`src/phy_irq_cfg.svh`:
```
`ifndef PHY_IRQ_CFG_SVH
`define PHY_IRQ_CFG_SVH

// Register indices; byte address is four times the index
`define IRQ_ENABLE_IDX    10'h012
`define IRQ_STATUS_IDX    10'h013
`define IRQ_CONFIG_IDX    10'h014

// Event bit positions, shared by enable and status
`define BIT_NEG_FAULT     15
`define BIT_RATE_CHANGE   14
`define BIT_DUPLEX_CHANGE 13
`define BIT_PAGE_RX       12
`define BIT_NEG_DONE      11
`define BIT_LINK_CHANGE   10
`define BIT_FALSE_CARRIER 8
`define BIT_CROSSOVER     6
`define BIT_DOWNSHIFT     5
`define BIT_SLEEP_CHANGE  4
`define BIT_WAKE_PACKET   3
`define BIT_MAC_IF_ERROR  2
`define BIT_POLARITY_FLIP 1
`define BIT_JABBER        0

// Configuration register: pin polarity select
`define BIT_PIN_ACTIVE_LOW 13

// Reset values and implemented-bit masks
`define IRQ_ENABLE_RST    16'h0000
`define IRQ_STATUS_RST    16'h0000
`define IRQ_CONFIG_RST    16'h2000
`define IRQ_EVENT_MASK    16'hfd7f
`define IRQ_CONFIG_MASK   16'h2000
`define INT_PIN_RST       1'h1

`endif

```
`src/phy_irq_pkg.sv`:
```
package phy_irq_pkg;

    // APB address and data widths
    typedef logic [11:0] apb_addr_t;
    typedef logic [31:0] apb_data_t;
    typedef logic [15:0] reg16_t;

    // One flag per event source, same-clock pulses or levels
    typedef struct packed {
        logic negotiation_fault;
        logic rate_change;
        logic duplex_change;
        logic page_received;
        logic negotiation_done;
        logic link_change;
        logic false_carrier;
        logic crossover_change;
        logic downshift_event;
        logic sleep_change;
        logic wake_packet;
        logic mac_if_error;
        logic polarity_flip;
        logic jabber;
    } event_vec_s;

    // Request fields held by the master through a transfer
    typedef struct packed {
        apb_addr_t   paddr;
        logic        pwrite;
        apb_data_t   pwdata;
        logic [3:0]  pstrb;
    } apb_req_s;

    // Slave phase tracking
    typedef enum logic [1:0] {
        ST_IDLE   = 2'b01,
        ST_ACCESS = 2'b10
    } apb_state_e;

endpackage

```
`src/phy_event_interrupt_unit.sv`:
```
// Decided for this implementation: register access over APB.
`timescale 1ns/1ps
`include "phy_irq_cfg.svh"

module phy_event_interrupt_unit
    import phy_irq_pkg::*;
(
    input  wire logic       SYS_CLK_I,   // System clock, 50 MHz
    input  wire logic       RST_I,       // Async reset, active high
    input  wire logic       PSEL_I,      // APB select
    input  wire logic       PENABLE_I,   // APB access phase
    input  wire logic       PWRITE_I,    // APB direction, 1 = write
    input  wire apb_addr_t  PADDR_I,     // APB byte address
    input  wire apb_data_t  PWDATA_I,    // APB write data
    input  wire logic [3:0] PSTRB_I,     // APB byte lane strobes
    input  wire event_vec_s EVENTS_I,    // Event flags from detectors
    output apb_data_t       PRDATA_O,    // APB read data
    output logic            PREADY_O,    // APB ready
    output logic            PSLVERR_O,   // APB error, unmapped address
    output logic            INT_O        // Interrupt pin to host
);

    ////////////////////////////////////////////////////////////////////////
    // Helper functions
    ////////////////////////////////////////////////////////////////////////

    // Pure helpers; nothing kept between calls
    // Byte address of a register index
    function automatic apb_addr_t reg_addr(input logic [9:0] idx);
        reg_addr = {idx, 2'b00};
    endfunction

    // Byte-lane merge of a write into a 16-bit register
    function automatic reg16_t lane_merge(input reg16_t     old_val,
                                          input apb_data_t  wdata,
                                          input logic [3:0] strb,
                                          input reg16_t     mask);
        reg16_t merged;
        merged = old_val;
        if (strb[0]) begin
            merged[7:0] = wdata[7:0];
        end
        if (strb[1]) begin
            merged[15:8] = wdata[15:8];
        end
        // Lanes 2 and 3 hold no register bits
        lane_merge = merged & mask;
    endfunction

    // Place each event flag on its register bit
    function automatic reg16_t event_bits(input event_vec_s ev);
        reg16_t v;
        v = 16'h0000;
        // Positions 9 and 7 are never written
        // negotiation fault
        v[`BIT_NEG_FAULT] = ev.negotiation_fault;
        v[`BIT_RATE_CHANGE] = ev.rate_change;
        v[`BIT_DUPLEX_CHANGE] = ev.duplex_change;
        v[`BIT_PAGE_RX] = ev.page_received;
        v[`BIT_NEG_DONE] = ev.negotiation_done;
        v[`BIT_LINK_CHANGE] = ev.link_change;
        v[`BIT_FALSE_CARRIER] = ev.false_carrier;
        v[`BIT_CROSSOVER] = ev.crossover_change;
        v[`BIT_DOWNSHIFT] = ev.downshift_event;
        v[`BIT_SLEEP_CHANGE] = ev.sleep_change;
        v[`BIT_WAKE_PACKET] = ev.wake_packet;
        v[`BIT_MAC_IF_ERROR] = ev.mac_if_error;
        v[`BIT_POLARITY_FLIP] = ev.polarity_flip;
        v[`BIT_JABBER] = ev.jabber;
        event_bits = v & `IRQ_EVENT_MASK;
    endfunction

    ////////////////////////////////////////////////////////////////////////
    // Declarations
    ////////////////////////////////////////////////////////////////////////

    // Bus phase and held request
    apb_state_e state_reg;
    apb_state_e state_next;
    apb_req_s   req;

    // Software-visible registers
    reg16_t     enable_reg;
    reg16_t     enable_next;
    reg16_t     config_reg;
    reg16_t     config_next;

    // Latch banks and their set and clear vectors
    reg16_t     status_q;
    reg16_t     armed_q;
    reg16_t     event_vec;
    reg16_t     armed_set;
    reg16_t     ack_mask_reg;
    reg16_t     ack_clear;

    // Bus answer and interrupt request
    apb_data_t  rdata_reg;
    logic       slverr_reg;
    logic       int_pin_reg;
    reg16_t     irq_request;
    logic       irq_active;

    // Phase qualifiers and address decode
    logic       setup_cycle;
    logic       xfer_done;
    logic       wr_done;
    logic       rd_done;
    logic       hit_enable;
    logic       hit_status;
    logic       hit_config;
    logic       hit_any;

    ////////////////////////////////////////////////////////////////////////
    // APB slave
    ////////////////////////////////////////////////////////////////////////

    // Transfer timing as the master sees it
    //   setup edge:   decode, error flag and read data captured
    //   access cycle: ready high, no wait state inserted
    //   access edge:  write lands, reported status bits clear
    // Read data holds until the next setup edge
    // Write data lanes 2 and 3 are ignored

    // Bundle the held request fields
    assign req = '{paddr:  PADDR_I,
                   pwrite: PWRITE_I,
                   pwdata: PWDATA_I,
                   pstrb:  PSTRB_I};

    // Address decode
    assign hit_enable = (req.paddr == reg_addr(`IRQ_ENABLE_IDX));
    assign hit_status = (req.paddr == reg_addr(`IRQ_STATUS_IDX));
    assign hit_config = (req.paddr == reg_addr(`IRQ_CONFIG_IDX));
    assign hit_any    = hit_enable | hit_status | hit_config;

    // Phase qualifiers; access completes on its first edge
    assign setup_cycle = PSEL_I & ~PENABLE_I;
    assign xfer_done   = (state_reg == ST_ACCESS) & PSEL_I & PENABLE_I;
    assign wr_done     = xfer_done & req.pwrite & ~slverr_reg;
    assign rd_done     = xfer_done & ~req.pwrite & ~slverr_reg;

    // Phase tracking
    // Setup is only taken from idle
    always_comb begin
        state_next = state_reg;
        unique case (state_reg)
            ST_IDLE: begin
                if (setup_cycle) begin
                    state_next = ST_ACCESS;
                end
            end
            ST_ACCESS: begin
                if (xfer_done) begin
                    state_next = ST_IDLE;
                end
            end
        endcase
    end

    always_ff @(posedge SYS_CLK_I or posedge RST_I) begin
        if (RST_I) begin
            state_reg <= ST_IDLE;
        end else begin
            state_reg <= state_next;
        end
    end

    // Read data and error are captured in setup so the bus sees flops
    always_ff @(posedge SYS_CLK_I or posedge RST_I) begin
        if (RST_I) begin
            rdata_reg  <= 32'h0000_0000;
            slverr_reg <= 1'b0;
        end else if (state_reg == ST_IDLE && setup_cycle) begin
            slverr_reg <= ~hit_any;
            // Writes and unmapped reads return zero
            if (req.pwrite || !hit_any) begin
                rdata_reg <= 32'h0000_0000;
            end else if (hit_enable) begin
                rdata_reg <= {16'h0000, enable_reg};
            end else if (hit_status) begin
                // Same value as the clear snapshot below
                rdata_reg <= {16'h0000, status_q};
            end else begin
                rdata_reg <= {16'h0000, config_reg};
            end
        end
    end

    // Snapshot of the bits a status read reports
    always_ff @(posedge SYS_CLK_I or posedge RST_I) begin
        if (RST_I) begin
            ack_mask_reg <= 16'h0000;
        end else if (state_reg == ST_IDLE && setup_cycle) begin
            ack_mask_reg <= (hit_status && !req.pwrite) ? status_q : 16'h0000;
        end
    end

    // Only the reported bits are cleared; later arrivals stay pending
    // clear on read
    assign ack_clear = rd_done ? ack_mask_reg : 16'h0000;

    assign PREADY_O  = (state_reg == ST_ACCESS);
    assign PSLVERR_O = (state_reg == ST_ACCESS) & slverr_reg;
    assign PRDATA_O  = rdata_reg;

    ////////////////////////////////////////////////////////////////////////
    // Software registers
    ////////////////////////////////////////////////////////////////////////

    // Writes land only at a clean access edge; an error stops them
    // Reserved and unimplemented bits are masked in the merge
    // Status register has no write path: writes are dropped silently

    // Enable register write; reserved bits forced to zero
    always_comb begin
        enable_next = enable_reg;
        if (wr_done && hit_enable) begin
            enable_next = lane_merge(enable_reg, req.pwdata, req.pstrb,
                                     `IRQ_EVENT_MASK);
        end
    end

    // Configuration write; only the polarity bit is implemented
    always_comb begin
        config_next = config_reg;
        if (wr_done && hit_config) begin
            config_next = lane_merge(config_reg, req.pwdata, req.pstrb,
                                     `IRQ_CONFIG_MASK);
        end
    end

    always_ff @(posedge SYS_CLK_I or posedge RST_I) begin
        if (RST_I) begin
            enable_reg <= `IRQ_ENABLE_RST;
        end else begin
            enable_reg <= enable_next;
        end
    end

    always_ff @(posedge SYS_CLK_I or posedge RST_I) begin
        if (RST_I) begin
            config_reg <= `IRQ_CONFIG_RST;
        end else begin
            config_reg <= config_next;
        end
    end

    ////////////////////////////////////////////////////////////////////////
    // Event latching
    ////////////////////////////////////////////////////////////////////////

    // Two banks share the read clear
    //   status bank: every event, for software
    //   armed bank:  only events that met their enable, for the pin
    // Both let a set win over a clear in the same cycle
    // Limitation: an event repeated before its read is counted once

    // Detectors share this clock, so no synchroniser is needed
    assign event_vec = event_bits(EVENTS_I);

    event_latch_bank u_status_bank (
        .clk_i (SYS_CLK_I),
        .rst_i (RST_I),
        .set_i (event_vec),
        .clr_i (ack_clear),
        .q_o   (status_q)
    );

    // Events that arrived while enabled; enabling later raises nothing
    // arm only when enabled
    assign armed_set = event_vec & enable_reg;

    event_latch_bank u_armed_bank (
        .clk_i (SYS_CLK_I),
        .rst_i (RST_I),
        .set_i (armed_set),
        .clr_i (ack_clear),
        .q_o   (armed_q)
    );

    ////////////////////////////////////////////////////////////////////////
    // Interrupt pin
    ////////////////////////////////////////////////////////////////////////

    // Per-event request; disabling an enable withdraws it at once
    // A bit whose event came while disabled never requests
    // pending and enabled
    assign irq_request = armed_q & status_q & enable_reg;
    assign irq_active  = |irq_request;

    // Pin follows the event by two edges: latch, then this flop
    // Changing polarity with a request standing moves the pin too

    // Registered pin so polarity changes never glitch the host line
    always_ff @(posedge SYS_CLK_I or posedge RST_I) begin
        if (RST_I) begin
            int_pin_reg <= `INT_PIN_RST;
        end else begin
            int_pin_reg <= config_reg[`BIT_PIN_ACTIVE_LOW] ? ~irq_active
                                                           : irq_active;
        end
    end

    assign INT_O = int_pin_reg;

endmodule

```
`src/event_latch_bank.sv`:
```
`timescale 1ns/1ps
`include "phy_irq_cfg.svh"

module event_latch_bank
    import phy_irq_pkg::*;
(
    input  wire logic   clk_i,   // System clock
    input  wire logic   rst_i,   // Async reset, active high
    input  wire reg16_t set_i,   // Bits to latch high
    input  wire reg16_t clr_i,   // Bits acknowledged by a read
    output reg16_t      q_o      // Latched bits
);

    reg16_t latch_reg;
    reg16_t latch_next;

    // Set wins over clear so an event in the clearing cycle survives
    always_comb begin
        latch_next = ((latch_reg & ~clr_i) | set_i) & `IRQ_EVENT_MASK;
    end

    // Latched-high storage
    always_ff @(posedge clk_i or posedge rst_i) begin
        if (rst_i) begin
            latch_reg <= `IRQ_STATUS_RST;
        end else begin
            latch_reg <= latch_next;
        end
    end

    assign q_o = latch_reg;

endmodule

```
`config.mk`:
```
export PLATFORM = sky130hd
export DESIGN_NAME = phy_event_interrupt_unit
export DESIGN_NICKNAME = d
export VERILOG_FILES = /design/src/phy_irq_pkg.sv /design/src/phy_event_interrupt_unit.sv /design/src/event_latch_bank.sv
export VERILOG_INCLUDE_DIRS = /design/src
export SDC_FILE = /design/constraint.sdc
export NUM_CORES = 1
export LEC_CHECK = 0
export BUFFER_PORTS_ARGS = -buffer_cell sky130_fd_sc_hd__buf_2
export CORE_ASPECT_RATIO = 1.1
export CORE_UTILIZATION = 25
export DETAILED_ROUTE_END_ITERATION = 7
export PLACE_DENSITY = 0.57
export SLEW_MARGIN = 0
export SYNTH_ARGS = -nofsm -noshare
export SYNTH_HDL_FRONTEND = slang
export SYNTH_SLANG_ARGS = --single-unit
```
`constraint.sdc`:
```
create_clock -name SYS_CLK_I -period 2.45 [get_ports SYS_CLK_I]
set_input_delay 0.49 -clock SYS_CLK_I [delete_from_list [all_inputs] [get_ports SYS_CLK_I]]
set_output_delay 0.49 -clock SYS_CLK_I [all_outputs]
set_load 0.03 [all_outputs]
```
==> results of run 1 <==
## power groups by stage
stage          clock, W  sequential [W]  combinational, W
2_1_floorplan         0         0.00128          0.000142
3_3_place_gp          0         0.00128          0.000190
3_5_place_dp          0         0.00128          0.000194
4_1_cts         0.00147         0.00126          0.000194
5_1_grt         0.00152         0.00126          0.000210
6_report        0.00144         0.00126          0.000189
## placed cells by master, fill, tap and decap left out, types with 2 or more instances in the layout
cell type | netlist | routed
dfrtp_1 | 72 | 72
buf_2 | 1 | 63
nand2_1 | 56 | 56
o21ai_2 | 20 | 20
conb_1 | 1 | 18
mux2_2 | 16 | 16
a21o_1 | 14 | 14
a22o_1 | 14 | 14
mux2i_1 | 13 | 13
nand3_1 | 12 | 12
clkbuf_16 | 0 | 9
o21ai_0 | 8 | 8
nand2b_1 | 6 | 6
buf_4 | 18 | 5
dfstp_2 | 3 | 3
nor2b_1 | 3 | 3
nor2_1 | 3 | 3
nor3_2 | 2 | 3
nand4_1 | 3 | 3
and3_1 | 2 | 2
a31oi_1 | 2 | 2
nor3_1 | 3 | 2
a21oi_1 | 2 | 2
bufinv_16 | 0 | 2
clkbuf_8 | 0 | 2
## logic make-up after synthesis
family | count (synthesis) | share of synthesized area, %
muxes | 29 | 9.23
buffers and inverters | 30 | 6.59
other | 1 | 0.112
xor gates and xnor gates | 1 | 0.261
DFF | 75 | 55.9
and+or+nand+nor | 95 | 13.5
AOI/OAI and AO/OA | 62 | 14.3
## cells in the mapped netlist, drive strengths merged
master / count / area share, %
o21a: 1 / 0.22
o21ai: 28 / 6.4
clkbuf: 6 / 0.67
and2: 1 / 0.19
and3: 2 / 0.37
conb: 1 / 0.11
xnor2: 1 / 0.26
or4: 1 / 0.33
nand3: 12 / 1.8
nand2b: 6 / 1.1
inv: 2 / 0.22
dfrtp: 72 / 54
dfstp: 3 / 2.3
nor3: 5 / 1.0
a21o: 14 / 3.1
mux2: 16 / 5.4
nor2: 3 / 0.33
mux2i: 13 / 3.9
nor2b: 3 / 0.56
nor4: 1 / 0.37
nand2: 56 / 6.3
a31oi: 2 / 0.37
a21oi: 2 / 0.30
nand4: 4 / 0.93
buf: 22 / 5.7
a22o: 14 / 3.6
nand4b: 1 / 0.26
o41ai: 1 / 0.26
## cell type report
cell class | instances | share of cell area [%]
inverters | 2 | 0.182
repair buffers | 69 | 9.05
clock buffers | 12 | 6.23
clock inverters | 4 | 1.76
multi-input cells | 205 | 32.3
flip-flops and latches | 75 | 45.6
well taps | 161 | 4.89
## layer usage
layer / up-vias / track usage (%) / wire length, um
met1: 1167 / 14.1 / 3370
met5: - / 0 / 13
met3: 13 / 3.94 / 403
met4: 2 / 5.67 / 152
met2: 53 / 19.4 / 3580
li1: 1126 / - / -
## metrics by stage
step / cells / worst slack (ps)
floorplan: 310 / 55.0
global route: 528 / 410
CTS: 528 / 537
detailed placement: 512 / 181
global placement: 512 / 259
finish: 528 / 534
## path summary, 6_finish.rpt
path / endpoint / slack (ps)
min in group SYS_CLK_I: u_status_bank.q_o[14] / 350
min: enable_reg[13] / 290
max in group asynchronous: u_armed_bank.q_o[4] / 1490
max: ack_mask_reg[11] / 530
max reg2reg: ack_mask_reg[11] / 640
min reg2reg: PRDATA_O[3] / 470
## worst register-to-register path, stage by stage (launching register included)
cell	delay, ps
dfstp_2	540
nand2b_1	60
nand2b_1	170
or4_4	670
o21ai_0	290
==> out/summary.txt, run 1 <==
Outcome = complete, no violations
Crit path from = PADDR_I[9]
WHS = 287 ps
Final Hold Viols = 0
Final Slew Violations = 0
Mapped cell area = 3360 um2
Storage cell area = 1880 um2
Worst-margin pin slew = 726 ps
CP Launch Type = input pin
Hold Crit Class = in -> async
Worst r2r src = state_reg[0]
Antenna-violating nets left = 0
Site Rows = 44
Delay-heaviest family, CP = simple AND/OR/NAND/NOR gates
CP required = 2690 ps
CP Buf/Inv Count = 1
Die area = 13,900 um2
CP peak stage delay = 770 ps
First-pass GRT wire length = 12,300 um
Post-CTS setup buffer count = 0
Crit. End Element = register
Final Util = 31.3%
Vias = 2,361
Iteration-0 DRC Markers = 98
# fillers = 1,339
Die height = 124 um
Seq cells post-synth = 75
NetSw = 0.000632 W
Switch share = 21.9%
Core box area = 13,200 um2
Routed len/inst = 14.3 um
RSZ-0062 raised after global routing = no
Hold-fix buffers, CTS = 0
Part of the power in the clock network = 49.9%
Antenna violations before repair = 2
Setup TNS = 0 ps
Worst-skew pair later-pin latency = 330 ps
Arrival @ worst endpoint = 2160 ps
Num CTS Buffers = 9
Ratio of final minimum period to clock period = 78.2%
F_max = 522 MHz
# clock sinks = 75
Vias in the first global route = 2,372
TritonCTS clock tree = done
Largest net degree at the start of global routing = 44
Ys Warns = 0
Overflow after GRT = 0
Vias per std cell = 4.47
Tmin final = 1920 ps
Synth Instances = 293
R2r worst-path depth = 4
Routability cong. = 0.737
Syn Area/Cell = 11.5 um2
Placement Cell Area = 3790 um2
Critical-path top delay cell = or4_4
WP depth = 5
Seq pwr share = 43.5%
Clock Skew = 4.18 ps
Syn-to-layout area delta = 22.6%
VDD IR-drop max = 252 uV
Root Buffer = clkbuf_16
I/O Buffers = 63
Drt first pass iters = 4
Max cap viols = 0
Fin nets = 429
Residual DRC = 0
Clk pin slew, worst setup/hold paths = 60 ps
Gr usage total = 11.8%
Cell chain of the critical path = buf_2 > nor4_2 > nand4_2 > or4_4 > o21ai_0
Int Power = 0.00225 W
CP Max Fanout = 27
Total power = 0.00289 W
Area taken by multi-input logic gates = 1330 um2
Sequential share of the synthesized area = 55.9%
Final WL = 7530 um
Clk buf depth = 2
Detailed Place HPWL = 5120 um
Starting density of the core = 25.6%
Logic gate share of total power = 6.6%
Ant. Diodes = 0
Htree depth = 3
Top Ports = 102
CP Class = in -> reg
Die width = 113 um
Pwr Density = 701 nW/um2
Layout cells sized above 1 = 35.4%
Finish-stage setup viols = 0
Rel. slew slack = 51.6%
# resized after CTS = 0
Netlist cell types = 34
Leak Pwr = 1.98 nW
Final instance area = 4120 um2
Power figures use the tool's default switching activity.
==> run 2: changes to the inputs <==
Settings changed: ABC_AREA set to 1, PLACE_DENSITY 0.57 to 0.55.
Clock period 2.45 ns to 2.01 ns, I/O delays scaled along.
==> out/summary.txt, run 2 <==
Ratio of final minimum period to clock period = 79.8%
Drt first pass iters = 5 (+1)
Crit. End Element = register
Vias per std cell = 4.15 (-7.3%)
# resized after CTS = 0 (unchanged)
Seq cells post-synth = 75 (unchanged)
I/O Buffers = 63 (unchanged)
Starting density of the core = 25.8% (+0.27 points)
Worst-skew pair later-pin latency = 340 ps (about the same)
CP required = 2250 ps (-440 ps)
Post-CTS setup buffer count = 0 (unchanged)
Ys Warns = 0 (unchanged)
Routed len/inst = 12.6 um (-11%)
Root Buffer = clkbuf_16
Compound-gate portion of the synthesized area = 10.3% (-4.1 points)
# clock sinks = 75 (unchanged)
Overflow after GRT = 0 (unchanged)
Hold Crit Class = in -> async
Clock Skew = 8.28 ps (+4.10 ps)
R2r endpoint = ack_mask_reg[10]
Sequential share of the synthesized area = 52.2% (-3.8 points)
Tmin final = 1600 ps
R2r worst-path depth = 5 (+1)
F_max = 624 MHz
Dpl cells = 677 (+32%)
RSZ-0062 raised after global routing = no
Pwr Density = 845 nW/um2 (+21%)
Mux share of post-synthesis cell area = 0% (-9.2 points)
Met2 GRT Util = 20.4% (+1.0 points)
Leak Pwr = 2.39 nW (+21%)
First-pass GRT wire length = 14,400 um (+16%)
Top_reg_cell synth = dfrtp_1
Top cell type's share of synthesized area = 50.0% (-3.6 points)
Commonest non-fill, non-tap cell in the layout = nand2_1
Routability cong. = 0.763 (+3.5%)
Final Hold Viols = 0 (unchanged)
Setup TNS = 0 ps (unchanged)
Final instance area = 4380 um2 (+6.3%)
Largest net degree at the start of global routing = 30 (-32%)
Met3 usage = 2.55% (-1.4 points)
# fillers = 1,559 (+16%)
XOR/XNOR Fraction of Synth Area = 0% (-0.26 points)
Yosys top cell by area = dfrtp_1
Storage cell area = 1880 um2 (unchanged)
Gr usage total = 12.9% (+1.0 points)
Post-synth top cells = nand2_1, dfrtp_1, inv_1, nand3_1
Outcome = complete, no violations
Worst-margin pin slew = 639 ps (-86.3 ps)
Mapped cell area = 3610 um2 (+7.3%)
Detailed Place HPWL = 6240 um (+22%)
Met1 Use GR = 17.0% (+2.9 points)
Num CTS Buffers = 9 (unchanged)
Total power = 0.00370 W (+28%)
Placement Cell Area = 4070 um2 (+7.3%)
Antenna violations before repair = 0 (-2)
CP Max Fanout = 12 (-56%)
Count leader, synth = nand2_1
Top Ports = 102 (unchanged)
Final WL = 8760 um (+16%)
Layout cells sized above 1 = 23.4% (-12 points)
Synth Instances = 433 (+48%)
Ant. Diodes = 0 (unchanged)
VDD IR-drop max = 407 uV (+62%)
PnR worst setup slack = 406 ps (-128 ps)
Clk pin slew, worst setup/hold paths = 60 ps (about the same)
Netlist cell types = 27 (-21%)
Die width = 117 um (+3.5%)
Post-Synth Simple-Gate Area = 25.0% (+11 points)
Syn-to-layout area delta = 21.4%
Fin nets = 567 (+32%)
Post-synth ARST share = 100% (unchanged)
TritonCTS clock tree = done
Vias in the first global route = 2,832 (+19%)
Synth area leaders = dfrtp_1, nand2_1, inv_1
Most used routing layer = met2
Residual DRC = 0 (unchanged)
Hold-fix buffers, CTS = 0 (unchanged)
Finish-stage setup viols = 0 (unchanged)
R2r setup slk = 410 ps (-230 ps)
Clk buf depth = 2 (unchanged)
Antenna-violating nets left = 0 (unchanged)
Die area = 14,900 um2 (+7.1%)
Die height = 128 um (+3.5%)
Worst r2r src = state_reg[0]
Post-synth EDFFs = 0 (unchanged)
Syn Area/Cell = 8.33 um2 (-27%)
Fraction of the mapped netlist area in adder cells = 0% (unchanged)
Iteration-0 DRC Markers = 83 (-15%)
CP Class = reg -> reg
CP Launch Type = register
Core box area = 14,000 um2 (+6.1%)
Arrival @ worst endpoint = 1840 ps (-320 ps)
Htree depth = 3 (unchanged)
Site Rows = 45 (+2.3%)
Rel. slew slack = 57.3% (+5.7 points)
Main combinational cell family by area after synthesis = simple AND/OR/NAND/NOR gates
Post-Layout Cell Count = 693 (+31%)
Area taken by multi-input logic gates = 1340 um2 (+0.75%)
Setup WS pre-CTS = 221 ps (+39.5 ps)
Crit path from = state_reg[0]
Final Slew Violations = 0 (unchanged)
Vias = 2,874 (+22%)
Most frequent cells in the layout = nand2_1, dfrtp_1, buf_2, inv_1, nand3_1
Max cap viols = 0 (unchanged)
-- run 2: critical path: stages (launching register included) --
cell and delay (ps):
dfstp_2 560, nand2_1 70, nor2_1 90, buf_4 170
nand2_1 360, o22ai_1 250
-- run 2: cell type report --
class / count / share of cell area (%)
Tap cell: 188 / 5.37
Clock inverter: 5 / 1.37
Timing Repair Buffer: 68 / 8.63
Sequential cell: 75 / 42.9
Clock buffer: 11 / 5.77
Inverter: 60 / 5.34
Multi-Input combinational cell: 286 / 30.6
-- run 2: logic make-up (layout without fill, tap and decap cells) --
logic type	after synthesis	count (layout)
AND/OR/NAND/NOR	209	209
buffers and inverters	89	144
flip-flops	75	75
AO/OA/AOI/OAI	59	59
other	1	18
-- run 2: layer usage --
metal  vias to the layer above  share of wire, %
met5                         -                 0
met4                         0               1.6
met3                        11               4.8
met2                        78                47
met1                      1334                46
li1                       1451                 -
-- run 2: stage by stage --
stage,util (%),hold slack (ps)
detailed placement,29.1,460
finish,31.4,145
CTS,31.4,165
global placement,29.1,460
global route,31.4,192
floorplan,-,451
-- run 2: power breakdown --
part	internal (W)	switching [W]	leakage, nW	total, W
Sequential	0.00161	0.0000335	0.929	0.00164
Combinational	0.000123	0.000259	1.31	0.000383
Clock	0.00103	0.000643	0.152	0.00168
-- run 2: worst max path at each step --
stage / end / slack [ps] / cells past startpoint
5_1_grt: ack_mask_reg[10] / 260 / 5
3_5_place_dp: enable_reg[2] / 220 / 9
6_report: ack_mask_reg[10] / 410 / 5
3_3_place_gp: enable_reg[3] / 260 / 9
4_1_cts: ack_mask_reg[3] / 390 / 5
2_1_floorplan: PSLVERR_O / 530 / 1
==> run 3: changes to the inputs <==
Clock period 2.01 ns to 1.7 ns, I/O delays scaled along.
==> out/summary.txt, run 3 (synthesized netlist as in run 2, its figures left out) <==
Iteration-0 DRC Markers = 120 (+45%)
Detailed Place HPWL = 6090 um (-2.4%)
Overflow after GRT = 0 (unchanged)
Syn-to-layout area delta = 20.6%
First-pass GRT wire length = 13,800 um (-3.9%)
Leak Pwr = 2.38 nW (-0.40%)
Tmin final = 1540 ps (-61.4 ps)
Die width = 117 um (unchanged)
CP Launch Type = register
Largest net degree at the start of global routing = 76 (+150%)
Rel. slew slack = 66.1% (+8.9 points)
RSZ-0062 raised after global routing = no
Arrival @ worst endpoint = 1750 ps (-90 ps)
Drt first pass iters = 7 (+2)
# clock sinks = 75 (unchanged)
I/O Buffers = 63 (unchanged)
CP peak stage delay = 560 ps (about the same)
Cell chain of the critical path = nand2_1 > nor2_1 > buf_4 > inv_1 > nand2_1 > nand2_1
Starting density of the core = 25.8% (unchanged)
Total power = 0.00409 W (+10%)
Routed len/inst = 12.3 um (-2.5%)
Core box area = 14,000 um2 (unchanged)
WP depth = 6 (+1)
Outcome = complete, no violations
CP Max Fanout = 14 (+2)
Clock Skew = 5.52 ps (-2.76 ps)
Pwr Density = 939 nW/um2 (+11%)
Vias = 2,861 (-0.45%)
Ratio of final minimum period to clock period = 90.7% (+11 points)
Fin nets = 570 (+0.53%)
Final Slew Violations = 0 (unchanged)
Antenna-violating nets left = 0 (unchanged)
Layout cells sized above 1 = 22.6% (-0.73 points)
PnR worst setup slack = 158 ps (-249 ps)
CP Buf/Inv Count = 2 (+1)
Routability cong. = 0.726 (-4.8%)
TritonCTS clock tree = done
F_max = 648 MHz (+4.0%)
Crit. End Element = register
Vias in the first global route = 2,805 (-0.95%)
Post-CTS setup buffer count = 0 (unchanged)
CP required = 1910 ps (-340 ps)
Setup WS pre-CTS = 27.9 ps (-193 ps)
CP Class = reg -> reg
Worst-margin pin slew = 507 ps (-132 ps)
Commonest non-fill, non-tap cell in the layout = nand2_1
Final WL = 8580 um (-2.1%)
Finish-stage setup viols = 0 (unchanged)
Critical-path top delay cell = dfstp_2
Most frequent cells in the layout = nand2_1, dfrtp_1, buf_2, inv_1, nand3_1
Hold-fix buffers, CTS = 0 (unchanged)
Gr usage total = 12.2% (-0.70 points)
Root Buffer = clkbuf_16
Crit path from = state_reg[0]
Ant. Diodes = 0 (unchanged)
Residual DRC = 0 (unchanged)
Site Rows = 45 (unchanged)
Max cap viols = 0 (unchanged)
Htree depth = 3 (unchanged)
# resized after CTS = 0 (unchanged)
Delay-heaviest family, CP = flip-flops
Hold Crit Class = in -> async
Setup TNS = 0 ps (unchanged)
Worst-skew pair later-pin latency = 320 ps (-20 ps)
Worst r2r src = state_reg[0]
R2r worst-path depth = 6 (+1)
Clk pin slew, worst setup/hold paths = 60 ps (about the same)
Antenna violations before repair = 0 (unchanged)
VDD IR-drop max = 474 uV (+16%)
Die area = 14,900 um2 (unchanged)
Final Hold Viols = 0 (unchanged)
Clk buf depth = 2 (unchanged)
Vias per std cell = 4.11 (-0.88%)
Die height = 128 um (unchanged)
Top Ports = 102 (unchanged)
Num CTS Buffers = 9 (unchanged)
Most used cell, CP = nand2_1
## run 3: cell types whose count changed in the layout (fill, tap and decap cells not counted), sizes merged
cell and delta:
buf +3, bufinv -1, clkbuf +5, clkinv -2, clkinvlp -1, inv -1
## run 3: final timing paths
path,end,slack [ps]
worst max-delay path,PRDATA_O[5],160
worst min-delay path,enable_reg[2],110
worst max register to register,PRDATA_O[5],160
worst min register to register,PRDATA_O[14],470
max in group asynchronous,config_reg[13],1240
min in group SYS_CLK_I,u_status_bank.q_o[5],220
## run 3: layout make-up
| cell class | count | area, um2 |
|---|---|---|
| clock buffers | 16 | 262 |
| flip-flops and latches | 75 | 1880 |
| fillers | 1529 | 9610 |
| multi-input cells | 286 | 1340 |
| repair buffers | 71 | 400 |
| inverters | 60 | 234 |
| well taps | 188 | 235 |
## run 3: power breakdown
| part | internal, W | leakage (nW) | switching (W) |
|---|---|---|---|
| clock | 0.00103 | 0.125 | 0.000664 |
| combinational | 0.000145 | 1.33 | 0.000302 |
| sequential | 0.00190 | 0.929 | 0.0000414 |
## run 3: routing by layer
metal / GRT usage, % / vias to the layer above / part of all wire [%]
li1: - / 1459 / -
met1: 16.2 / 1311 / 47
met2: 19.6 / 81 / 47
met3: 2.03 / 10 / 4.7
met4: 4.60 / 0 / 1.1
met5: 0 / - / 0
## run 3: metrics by stage
step | hold WS [ps] | cell area (um2) | std cells | util [%]
5_1_grt | 151 | 4350 | 696 | 31.2
2_1_floorplan | 438 | 3670 | 450 | -
6_report | 111 | 4350 | 696 | 31.2
3_3_place_gp | 461 | 4090 | 680 | 29.3
3_5_place_dp | 461 | 4090 | 680 | 29.3
4_1_cts | 140 | 4350 | 696 | 31.2
## run 3: tightest hold or removal path, stage by stage
cell and delay (ps):
buf_2 110, clkinvlp_4 70, buf_12 320
